File: config.mk
export PLATFORM = sky130hd
export DESIGN_NAME = tsc_ctrl
export DESIGN_NICKNAME = d
export VERILOG_FILES = /design/src/core/tsc_pkg.sv /design/src/core/tsc_ctrl.sv
export VERILOG_INCLUDE_DIRS = /design/src /design/src/core
export SDC_FILE = /design/constraint.sdc
export NUM_CORES = 1
export LEC_CHECK = 0
export ABC_CLOCK_PERIOD_IN_PS = 12260
export BUFFER_PORTS_ARGS = -buffer_cell sky130_fd_sc_hd__buf_2
export CELL_PAD_IN_SITES_DETAIL_PLACEMENT = 0
export CELL_PAD_IN_SITES_GLOBAL_PLACEMENT = 1
export CORE_MARGIN = 2
export CORE_UTILIZATION = 45
export CTS_BUF_LIST = sky130_fd_sc_hd__clkbuf_8 sky130_fd_sc_hd__clkbuf_16
export CTS_CLUSTER_DIAMETER = 50
export DETAILED_ROUTE_END_ITERATION = 16
export PLACE_DENSITY = 0.91
export RECOVER_POWER = 25
export SETUP_SLACK_MARGIN = 0.4
export SLEW_MARGIN = 20
export SYNTH_ARGS = -nofsm -noshare
export SYNTH_HDL_FRONTEND = slang
export SYNTH_SLANG_ARGS = --single-unit
File: constraint.sdc
create_clock -name aclk -period 12.26 [get_ports aclk]
set_input_delay 3.065 -clock aclk [delete_from_list [all_inputs] [get_ports aclk]]
set_output_delay 3.065 -clock aclk [all_outputs]
set_load 0.01 [all_outputs]
File: src/core/tsc_cfg.svh
// Offsets, reset values, opcodes and timing counts of the touch sensor core.
// Assumes the includer wants plain text macros; no logic lives here.
`ifndef TSC_CFG_SVH
`define TSC_CFG_SVH

`define TSC_OFS_CMD        8'h00
`define TSC_OFS_SENSOR_STATE_REG       8'h04
`define TSC_OFS_RDBK       8'h08
`define TSC_OFS_STAT       8'h0C

`define TSC_CMD_OPC_LSB    0
`define TSC_CMD_DATA_LSB   8

`define TSC_CFG_RST        8'h00
`define TSC_CLK_RST        8'h0C
`define TSC_MASK_RST       8'hFF
`define TSC_SENSOR_STATE_REG_RST       8'h00

`define TSC_CFG_OPM_LSB    6
`define TSC_CFG_SWM_BIT    5
`define TSC_CFG_VROF_BIT   2
`define TSC_CFG_INTM_BIT   1
`define TSC_CLK_FRQ_LSB    0

`define TSC_OP_SOFT_RESET  8'h00
`define TSC_OP_CLEAR_INT   8'h03
`define TSC_OP_SLEEP       8'h05
`define TSC_OP_WAKE        8'h06
`define TSC_OP_WR_CONFIG   8'h30
`define TSC_OP_RD_CONFIG   8'h33
`define TSC_OP_WR_CLOCK    8'h35
`define TSC_OP_RD_CLOCK    8'h36
`define TSC_OP_WR_MASK     8'h39
`define TSC_OP_RD_MASK     8'h3A
`define TSC_OP_INT_BUS     8'h3C

`define TSC_BUS_ADDR_HI    7'h1D
`define TSC_DETECT_COUNT   7'h40
`define TSC_DIV_UNIT       10'h010

`define TSC_CLK_PERIOD_NS  8
`define TSC_FAST_START_NS  10000
`define TSC_FAST_START_CYC ((`TSC_FAST_START_NS + `TSC_CLK_PERIOD_NS - 1) / `TSC_CLK_PERIOD_NS)

`endif

File: src/core/tsc_pkg.sv
// Types of the touch sensor core: bus carriers and the whole-module state.
// Assumes tsc_cfg.svh supplies the numbers.
package tsc_pkg;

	typedef struct packed {
		logic        awvalid;
		logic [7:0]  awaddr;
		logic        wvalid;
		logic [31:0] wdata;
		logic [3:0]  wstrb;
		logic        bready;
		logic        arvalid;
		logic [7:0]  araddr;
		logic        rready;
	} tsc_axi_req_t;

	typedef struct packed {
		logic        awready;
		logic        wready;
		logic        bvalid;
		logic [1:0]  bresp;
		logic        arready;
		logic        rvalid;
		logic [31:0] rdata;
		logic [1:0]  rresp;
	} tsc_axi_rsp_t;

	typedef struct packed {
		logic [3:0]      s1;
		logic [3:0]      s2;
		logic [3:0]      s3;
		logic [3:0]      filt;
		tsc_axi_rsp_t    axi;
		logic            aw_got;
		logic [7:0]      aw_addr;
		logic            w_got;
		logic [31:0]     wdata;
		logic [3:0]      wstrb;
		logic [7:0]      config_reg;
		logic [7:0]      clock_setting_reg;
		logic [7:0]      mask_reg;
		logic [7:0]      sensor_state_reg;
		logic [7:0]      rdbk;
		logic            int_flag;
		logic            int_over_bus;
		logic            sw_sleep;
		logic            alt_sel;
		logic            asleep;
		logic [10:0]     fast_cnt;
		logic            fast_start;
		logic [9:0]      div_cnt;
		logic [2:0]      chan;
		logic [7:0]      dir;
		logic [7:0][6:0] cnt;
		logic [7:0]      detect;
		logic            up_p;
		logic            dn_p;
		logic            int_n;
		logic            osc_en;
		logic            reg_en;
	} tsc_state_t;

endpackage : tsc_pkg

File: src/core/tsc_ctrl.sv
// Control core of an eight-channel touch sensor: sampler, detector, opcode decoder.
// Assumes an AXI4-Lite master, analog comparators muxed by chan_sel, pins asynchronous.
`timescale 1ns/100ps
`include "tsc_cfg.svh"

module tsc_ctrl (
	input  wire logic                  aclk,
	input  wire logic                  aresetn,
	input  wire tsc_pkg::tsc_axi_req_t axi_req,
	output tsc_pkg::tsc_axi_rsp_t      axi_rsp,
	input  wire logic                  sleep_pin,
	input  wire logic                  address_select_pin,
	input  wire logic                  cmp_ref_first,
	input  wire logic                  cmp_sensor_state_reg_first,
	input  wire logic [7:0]            peer_sensor_state_reg,
	output logic [7:0]                 channel_detect_outputs,
	output logic [2:0]                 chan_sel,
	output logic                       charge_up_pulse,
	output logic                       charge_down_pulse,
	output logic                       int_n,
	output logic                       osc_enable,
	output logic                       regulator_enable,
	output logic                       fast_start
);

	localparam logic [10:0] FAST_CYC = 11'(`TSC_FAST_START_CYC);

	tsc_pkg::tsc_state_t st_ff;
	tsc_pkg::tsc_state_t nxt_st;

	// Maps a byte offset to a register index; bit 2 flags a hit
	function automatic logic [2:0] tsc_dec(input logic [7:0] addr);
		case (addr)
			`TSC_OFS_CMD:  tsc_dec = 3'h4;
			`TSC_OFS_SENSOR_STATE_REG: tsc_dec = 3'h5;
			`TSC_OFS_RDBK: tsc_dec = 3'h6;
			`TSC_OFS_STAT: tsc_dec = 3'h7;
			default:       tsc_dec = 3'h0;
		endcase
	endfunction : tsc_dec

	// Saturating same-direction count, restarting at one on a flip
	function automatic logic [6:0] tsc_count(input logic same, input logic [6:0] c);
		if (!same)
			tsc_count = 7'h01;
		else if (c >= `TSC_DETECT_COUNT)
			tsc_count = `TSC_DETECT_COUNT;
		else
			tsc_count = c + 7'h01;
	endfunction : tsc_count

	// Either cascade role alternates the sensor byte on reads
	function automatic logic tsc_cascade(input logic [7:0] cfg);
		tsc_cascade = (cfg[`TSC_CFG_OPM_LSB +: 2] != 2'h0);
	endfunction : tsc_cascade

	always_comb begin
		logic [2:0]  wdec;
		logic [2:0]  rdec;
		logic [7:0]  opc;
		logic [7:0]  dat;
		logic        do_wr;
		logic        do_cmd;
		logic        soft_rst;
		logic        sensor_state_reg_rd;
		logic        clr_int;
		logic        pin_sleep;
		logic        tick;
		logic [6:0]  c_new;
		logic [7:0]  live;
		logic [7:0]  sensor_state_reg_new;
		logic [7:0]  changed;
		logic [31:0] rd_val;
		logic [1:0]  rd_resp;
		wdec      = 3'h0;
		rdec      = 3'h0;
		opc       = 8'h00;
		dat       = 8'h00;
		do_wr     = 1'b0;
		do_cmd    = 1'b0;
		soft_rst  = 1'b0;
		sensor_state_reg_rd   = 1'b0;
		clr_int   = 1'b0;
		tick      = 1'b0;
		c_new     = 7'h00;
		rd_val    = 32'h0000_0000;
		rd_resp   = 2'h0;
		pin_sleep = 1'b0;
		live      = 8'h00;
		sensor_state_reg_new  = 8'h00;
		changed   = 8'h00;
		nxt_st    = st_ff;

		// Pin inputs: three stages, value moves once stages two and three agree
		nxt_st.s1 = {address_select_pin, cmp_sensor_state_reg_first, cmp_ref_first, sleep_pin};
		nxt_st.s2 = st_ff.s1;
		nxt_st.s3 = st_ff.s2;
		for (int i = 0; i < 4; i++) begin
			if (st_ff.s2[i] == st_ff.s3[i])
				nxt_st.filt[i] = st_ff.s3[i];
		end
		pin_sleep = st_ff.filt[0];

		// Write channel: address and data taken in either order
		if (axi_req.awvalid && st_ff.axi.awready) begin
			nxt_st.aw_got       = 1'b1;
			nxt_st.aw_addr      = axi_req.awaddr;
			nxt_st.axi.awready  = 1'b0;
		end
		if (axi_req.wvalid && st_ff.axi.wready) begin
			nxt_st.w_got        = 1'b1;
			nxt_st.wdata        = axi_req.wdata;
			nxt_st.wstrb        = axi_req.wstrb;
			nxt_st.axi.wready   = 1'b0;
		end
		if (st_ff.aw_got && st_ff.w_got && !st_ff.axi.bvalid) begin
			wdec               = tsc_dec(st_ff.aw_addr);
			do_wr              = 1'b1;
			nxt_st.axi.bvalid  = 1'b1;
			nxt_st.axi.bresp   = wdec[2] ? 2'h0 : 2'h2;
			nxt_st.aw_got      = 1'b0;
			nxt_st.w_got       = 1'b0;
		end
		if (st_ff.axi.bvalid && axi_req.bready) begin
			nxt_st.axi.bvalid  = 1'b0;
			nxt_st.axi.awready = 1'b1;
			nxt_st.axi.wready  = 1'b1;
		end

		// Only writes to the command word with its low lane carry an opcode
		do_cmd = do_wr && (wdec == 3'h4) && st_ff.wstrb[0];
		opc    = st_ff.wdata[`TSC_CMD_OPC_LSB +: 8];
		dat    = st_ff.wdata[`TSC_CMD_DATA_LSB +: 8];

		// Read channel: one read in flight, data one cycle after the address
		if (axi_req.arvalid && st_ff.axi.arready) begin
			rdec = tsc_dec(axi_req.araddr);
			case (rdec)
				3'h5: begin
					sensor_state_reg_rd = 1'b1;
					if (tsc_cascade(st_ff.config_reg) && st_ff.alt_sel)
						rd_val = {24'h00_0000, peer_sensor_state_reg};
					else
						rd_val = {24'h00_0000, st_ff.sensor_state_reg};
				end
				3'h6: rd_val = {24'h00_0000, st_ff.rdbk};
				3'h7: rd_val = {16'h0000, `TSC_BUS_ADDR_HI, st_ff.filt[3], 4'h0,
				               st_ff.int_over_bus, st_ff.int_flag, pin_sleep, st_ff.sw_sleep};
				3'h4: rd_val = 32'h0000_0000;
				default: rd_resp = 2'h2;
			endcase
			nxt_st.axi.arready = 1'b0;
			nxt_st.axi.rvalid  = 1'b1;
			nxt_st.axi.rdata   = rd_val;
			nxt_st.axi.rresp   = rd_resp;
		end
		if (st_ff.axi.rvalid && axi_req.rready) begin
			nxt_st.axi.rvalid  = 1'b0;
			nxt_st.axi.arready = 1'b1;
		end
		if (sensor_state_reg_rd && tsc_cascade(st_ff.config_reg))
			nxt_st.alt_sel = !st_ff.alt_sel;

		// Opcode decoder; runs whether or not the core sleeps
		if (do_cmd) begin
			case (opc)
				`TSC_OP_SOFT_RESET: soft_rst = 1'b1;
				`TSC_OP_CLEAR_INT:  clr_int = 1'b1;
				`TSC_OP_SLEEP:      nxt_st.sw_sleep = 1'b1;
				`TSC_OP_WAKE:       nxt_st.sw_sleep = 1'b0;
				`TSC_OP_WR_CONFIG:  nxt_st.config_reg = dat;
				`TSC_OP_RD_CONFIG:  nxt_st.rdbk = st_ff.config_reg;
				`TSC_OP_WR_CLOCK:   nxt_st.clock_setting_reg = dat;
				`TSC_OP_RD_CLOCK:   nxt_st.rdbk = st_ff.clock_setting_reg;
				`TSC_OP_WR_MASK:    nxt_st.mask_reg = dat;
				`TSC_OP_RD_MASK:    nxt_st.rdbk = st_ff.mask_reg;
				`TSC_OP_INT_BUS:    nxt_st.int_over_bus = 1'b1;
				default:            ;
			endcase
		end

		// Sleep: the two sources are held apart, either one keeps the core down
		nxt_st.asleep = nxt_st.sw_sleep || pin_sleep;
		if (st_ff.asleep && !nxt_st.asleep) begin
			nxt_st.fast_cnt   = FAST_CYC;
			nxt_st.fast_start = 1'b1;
		end else if (st_ff.fast_cnt != 11'h000) begin
			nxt_st.fast_cnt   = st_ff.fast_cnt - 11'h001;
			nxt_st.fast_start = (st_ff.fast_cnt != 11'h001);
		end

		// Sample divider; halted while asleep since the oscillator is off
		nxt_st.up_p = 1'b0;
		nxt_st.dn_p = 1'b0;
		if (!st_ff.asleep) begin
			if (st_ff.div_cnt == 10'h000) begin
				tick           = 1'b1;
				nxt_st.div_cnt = 10'(({5'h00, st_ff.clock_setting_reg[`TSC_CLK_FRQ_LSB +: 5]}
				                     + 10'h001) * `TSC_DIV_UNIT - 10'h001);
			end else begin
				nxt_st.div_cnt = st_ff.div_cnt - 10'h001;
			end
		end
		if (tick) begin
			nxt_st.chan = st_ff.chan + 3'h1;
			// Reference wins over a tie so a stuck pair cannot fake a release
			if (st_ff.filt[1]) begin
				nxt_st.up_p = 1'b1;
				c_new = tsc_count(st_ff.dir[st_ff.chan], st_ff.cnt[st_ff.chan]);
				nxt_st.dir[st_ff.chan] = 1'b1;
				nxt_st.cnt[st_ff.chan] = c_new;
				if (c_new == `TSC_DETECT_COUNT)
					nxt_st.detect[st_ff.chan] = 1'b1;
			end else if (st_ff.filt[2]) begin
				nxt_st.dn_p = 1'b1;
				c_new = tsc_count(!st_ff.dir[st_ff.chan], st_ff.cnt[st_ff.chan]);
				nxt_st.dir[st_ff.chan] = 1'b0;
				nxt_st.cnt[st_ff.chan] = c_new;
				if (c_new == `TSC_DETECT_COUNT)
					nxt_st.detect[st_ff.chan] = 1'b0;
			end
		end

		// Sensor state: direct follows detect, latching holds until read
		// A read reloads from live detect, so a key still held stays set
		live = nxt_st.detect & st_ff.mask_reg;
		if (st_ff.config_reg[`TSC_CFG_SWM_BIT])
			sensor_state_reg_new = sensor_state_reg_rd ? live : (st_ff.sensor_state_reg | live);
		else
			sensor_state_reg_new = live;
		nxt_st.sensor_state_reg = sensor_state_reg_new;
		changed = sensor_state_reg_new ^ st_ff.sensor_state_reg;
		if (st_ff.config_reg[`TSC_CFG_INTM_BIT])
			changed = changed & sensor_state_reg_new;
		if (clr_int || sensor_state_reg_rd)
			nxt_st.int_flag = 1'b0;
		if (changed != 8'h00)
			nxt_st.int_flag = 1'b1;

		// Soft reset: registers and channel logic only, sleep and bus state survive
		if (soft_rst) begin
			nxt_st.config_reg        = `TSC_CFG_RST;
			nxt_st.clock_setting_reg = `TSC_CLK_RST;
			nxt_st.mask_reg          = `TSC_MASK_RST;
			nxt_st.sensor_state_reg  = `TSC_SENSOR_STATE_REG_RST;
			nxt_st.rdbk              = 8'h00;
			nxt_st.int_flag          = 1'b0;
			nxt_st.int_over_bus      = 1'b0;
			nxt_st.alt_sel           = 1'b0;
			nxt_st.dir               = 8'h00;
			nxt_st.cnt               = '0;
			nxt_st.detect            = 8'h00;
			// Sampling pointer keeps stepping; a jump would break the channel order
		end

		// Pin interrupt silent in bus-interrupt mode
		nxt_st.int_n  = !(nxt_st.int_flag && !nxt_st.int_over_bus);
		nxt_st.osc_en = !nxt_st.asleep;
		// Regulator also follows its configuration bit, which soft reset restores
		nxt_st.reg_en = !nxt_st.asleep && !nxt_st.config_reg[`TSC_CFG_VROF_BIT];
	end

	always_ff @(posedge aclk) begin
		if (!aresetn) begin
			// Every field named, so none can come out of reset unknown
			// Synchronisers start low; a pin already high shows up four edges later
			st_ff.s1                <= 4'h0;
			st_ff.s2                <= 4'h0;
			st_ff.s3                <= 4'h0;
			st_ff.filt              <= 4'h0;
			st_ff.axi.awready       <= 1'b1;
			st_ff.axi.wready        <= 1'b1;
			st_ff.axi.bvalid        <= 1'b0;
			st_ff.axi.bresp         <= 2'h0;
			st_ff.axi.arready       <= 1'b1;
			st_ff.axi.rvalid        <= 1'b0;
			st_ff.axi.rdata         <= 32'h0000_0000;
			st_ff.axi.rresp         <= 2'h0;
			st_ff.aw_got            <= 1'b0;
			st_ff.aw_addr           <= 8'h00;
			st_ff.w_got             <= 1'b0;
			st_ff.wdata             <= 32'h0000_0000;
			st_ff.wstrb             <= 4'h0;
			st_ff.config_reg        <= `TSC_CFG_RST;
			st_ff.clock_setting_reg <= `TSC_CLK_RST;
			st_ff.mask_reg          <= `TSC_MASK_RST;
			st_ff.sensor_state_reg  <= `TSC_SENSOR_STATE_REG_RST;
			st_ff.rdbk              <= 8'h00;
			st_ff.int_flag          <= 1'b0;
			st_ff.int_over_bus      <= 1'b0;
			st_ff.sw_sleep          <= 1'b0;
			st_ff.alt_sel           <= 1'b0;
			st_ff.asleep            <= 1'b0;
			st_ff.fast_cnt          <= 11'h000;
			st_ff.fast_start        <= 1'b0;
			st_ff.div_cnt           <= 10'h000;
			st_ff.chan              <= 3'h0;
			st_ff.dir               <= 8'h00;
			st_ff.cnt               <= '0;
			st_ff.detect            <= 8'h00;
			st_ff.up_p              <= 1'b0;
			st_ff.dn_p              <= 1'b0;
			st_ff.int_n             <= 1'b1;
			st_ff.osc_en            <= 1'b1;
			st_ff.reg_en            <= 1'b1;
		end else begin
			st_ff <= nxt_st;
		end
	end

	assign axi_rsp                = st_ff.axi;
	assign channel_detect_outputs = st_ff.detect;
	assign chan_sel               = st_ff.chan;
	assign charge_up_pulse        = st_ff.up_p;
	assign charge_down_pulse      = st_ff.dn_p;
	assign int_n                  = st_ff.int_n;
	assign osc_enable             = st_ff.osc_en;
	assign regulator_enable       = st_ff.reg_en;
	assign fast_start             = st_ff.fast_start;

endmodule : tsc_ctrl

==> results.sh <==
export IMPL_outcome="finished, violations left"
export IMPL_violations="capacitance limit, slew limit"
export IMPL_max_slew_worst_pin_slew_ns=2.57
export IMPL_dr_pass1_iters=5
export IMPL_rsz0062_at_grt="no"
export IMPL_viasPerCell=5.69
export IMPL_min_path_type="flop to flop"
export IMPL_dpl_worst_slack_ns=6.40
export IMPL_finalSetupViolations=0
export IMPL_place_gp_congestion=0.870
export IMPL_period_share_pct=46.4
export IMPL_synth_edf_count=0
export IMPL_grt_overflow=0
export IMPL_area_growth_synth_to_final_pct=10.6
export IMPL_skew_ns=0.0139
export IMPL_dieArea_sq_um=23400
export IMPL_start_util_pct=45.8
export IMPL_synthesis_area_sq_um=10000
export IMPL_synth_seq_cells=207
export IMPL_fillCellCount=2056
export IMPL_finalSetupTns_ns=0
export IMPL_ctsHoldBuffers=0
export IMPL_cts_resized=0
export IMPL_max_slew_margin_rel_pct=-71.2
export IMPL_core_area_sq_um=21800
export IMPL_clock_latency_ns=0.53
export IMPL_drv_slew=114
export IMPL_cts_tree="built"
export IMPL_synthFlopType="dfxtp_1"
export IMPL_synth_area_leaders="dfxtp_1, a21oi_1, mux2i_1, nor2_1, nand2_1"
export IMPL_synth_distinct_cells=71
export IMPL_critPathKind="input port to flop"
export IMPL_power_density_nw_per_um2=154
export IMPL_area_sequential_sq_um=4140
export IMPL_min_period_ns=5.69
export IMPL_critPathCaptureType="flop"
export IMPL_antenna_found_initial=0
export IMPL_grt_pass1_vias=7811
export IMPL_die_h_microns=153
export IMPL_fin_nets=1300
export IMPL_synthArstFlopShare_pct=0
export IMPL_fmax_ghz=0.176
export IMPL_fin_area_sq_um=11100
export IMPL_n_antenna_cell=0
export IMPL_cts_clk_slew_worst_paths_ns=0.06
export IMPL_multi_input_area_sq_um=5130
export IMPL_rrSetupSlack_ns=7.36
export IMPL_post_drt_wl_per_cell_microns=16.6
export IMPL_htreeDepth=1
export IMPL_start_kind="input port"
export IMPL_place_inst=1467
export IMPL_mostFrequentLayoutCell="dfxtp_1"
export IMPL_p_leak_nw=4.38
export IMPL_postPlaceCellArea_sq_um=10300
export IMPL_yosysTopAreaCellShare_pct=41.4
export IMPL_cts_setup_buffers=0
export IMPL_groute_usage_overall_pct=20.7
export IMPL_drtIter0Drc=705
export IMPL_hold_viol=0
export IMPL_final_cells=1509
export IMPL_grt_pass1_wl_microns=40300
export IMPL_vias=8582
export IMPL_die_w_microns=153
export IMPL_cts_made_buffers=25
export IMPL_io_buffers=88
export IMPL_ant_nets=0
export IMPL_syn_inst=1191
export IMPL_power_mw=1.70
export IMPL_r2r_cells=15
export IMPL_fp_row_count=54
export IMPL_drive_gt1_share_pct=14.2
export IMPL_cp_arrival_ns=6.14
export IMPL_cp_max_fo=52
export IMPL_most_common_layout_cells="dfxtp_1, a21oi_1, nor2_1"
export IMPL_drc=0
export IMPL_peakVddDrop_v=0.000103
export IMPL_synth_seq_area_share_pct=41.4
export IMPL_final_util_pct=50.7
export IMPL_cts_buffer_depth=3
export IMPL_synth_largest_area_cell="dfxtp_1"
export IMPL_routed_wl_microns=25000
export IMPL_max_cap_violations=2
export IMPL_grt_max_degree=68
export IMPL_synth_area_per_cell_sq_um=8.39
export IMPL_ios=129
export IMPL_min_path_cells=1
export IMPL_cts_sinks=207
export IMPL_worst_hold_slack_ns=0.437
export IMPL_cp_data_required_time_ns=12.71
export IMPL_clock_root_buffer="clkbuf_16"
export IMPL_dpl_hpwl_microns=17100
export IMPL_layout_setup_ws_ns=6.57
export IMPL_synth_warnings=0
==> critical path: stages <==
cell	delay (ns)
clkbuf_1	0.66
o31a_1	0.26
clkbuf_1	1.56
o21ai_0	0.35
a21oi_1	0.22
==> where the power goes <==
group / total (mW) / switching [mW] / internal [mW]
combinational: 0.272 / 0.162 / 0.111
sequential: 0.739 / 0.0311 / 0.708
clock: 0.688 / 0.294 / 0.394
total: 1.70 / 0.487 / 1.21
==> state kept, by name (all words and copies together) (netlist names) <==
| signal | flops |
|---|---|
| chan_sel | 3 |
| channel_detect_outputs | 8 |
| nxt_st | 8 |
| osc_enable | 1 |
| regulator_enable | 1 |
| fast_start | 1 |
| st_ff | 165 |
| int_n | 1 |
| charge_up_pulse | 1 |
| axi_rsp | 17 |
| charge_down_pulse | 1 |
==> cells by family (layout without fill, tap and decap cells) <==
kind of cell | count (synthesis) | in the layout | synth area share [%]
flops | 207 | 207 | 41.4
xor+xnor | 18 | 18 | 1.58
other cells | 1 | 21 | 0.0375
buf+inv | 164 | 182 | 8.28
fa+ha+maj | 15 | 15 | 1.88
compound gates | 342 | 342 | 21.2
simple gates | 379 | 379 | 17.9
mux | 65 | 65 | 7.67
==> path summary, 6_finish.rpt <==
check | start | to
max | aresetn | st_ff[41]
min | nxt_st[245] | nxt_st[241]
min reg2reg | nxt_st[245] | nxt_st[241]
max reg2reg | chan_sel[0] | int_n
==> Yosys cell counts (all sizes together), types with 4 or more instances <==
cell type,count
o31ai,10
and3,9
nand3b,5
a41oi,4
mux2i,53
a211oi,35
nor3b,5
nand3,22
nor2b,7
and2,23
nand4,5
xnor2,7
or2,4
o41ai,6
nor3,21
or3,5
a22oi,10
inv,43
a21oi,164
xor2,11
a22o,7
nand2,108
or4,7
nand2b,13
ha,15
clkbuf,58
nor2,127
buf,63
a31oi,5
dfxtp,207
o22ai,13
mux4,9
o21ai,63
nor4,10
==> per-layer routing <==
metal / vias to the layer above / track usage (%) / part of all wire [%]
met5: - / 0 / 0
li1: 4209 / - / -
met2: 292 / 32.0 / 44
met1: 4035 / 29.4 / 47
met3: 46 / 3.57 / 6.6
met4: 0 / 6.48 / 2.1
==> cell type report <==
cell class | instances | area share (%)
repair buffers | 97 | 4.51
clock inverters | 14 | 0.962
flip-flops and latches | 207 | 37.5
well taps | 280 | 3.17
inverters | 43 | 1.46
clock buffers | 28 | 6.03
multi-input cells | 840 | 46.4
Note: power is estimated with default switching activity, not from simulation.
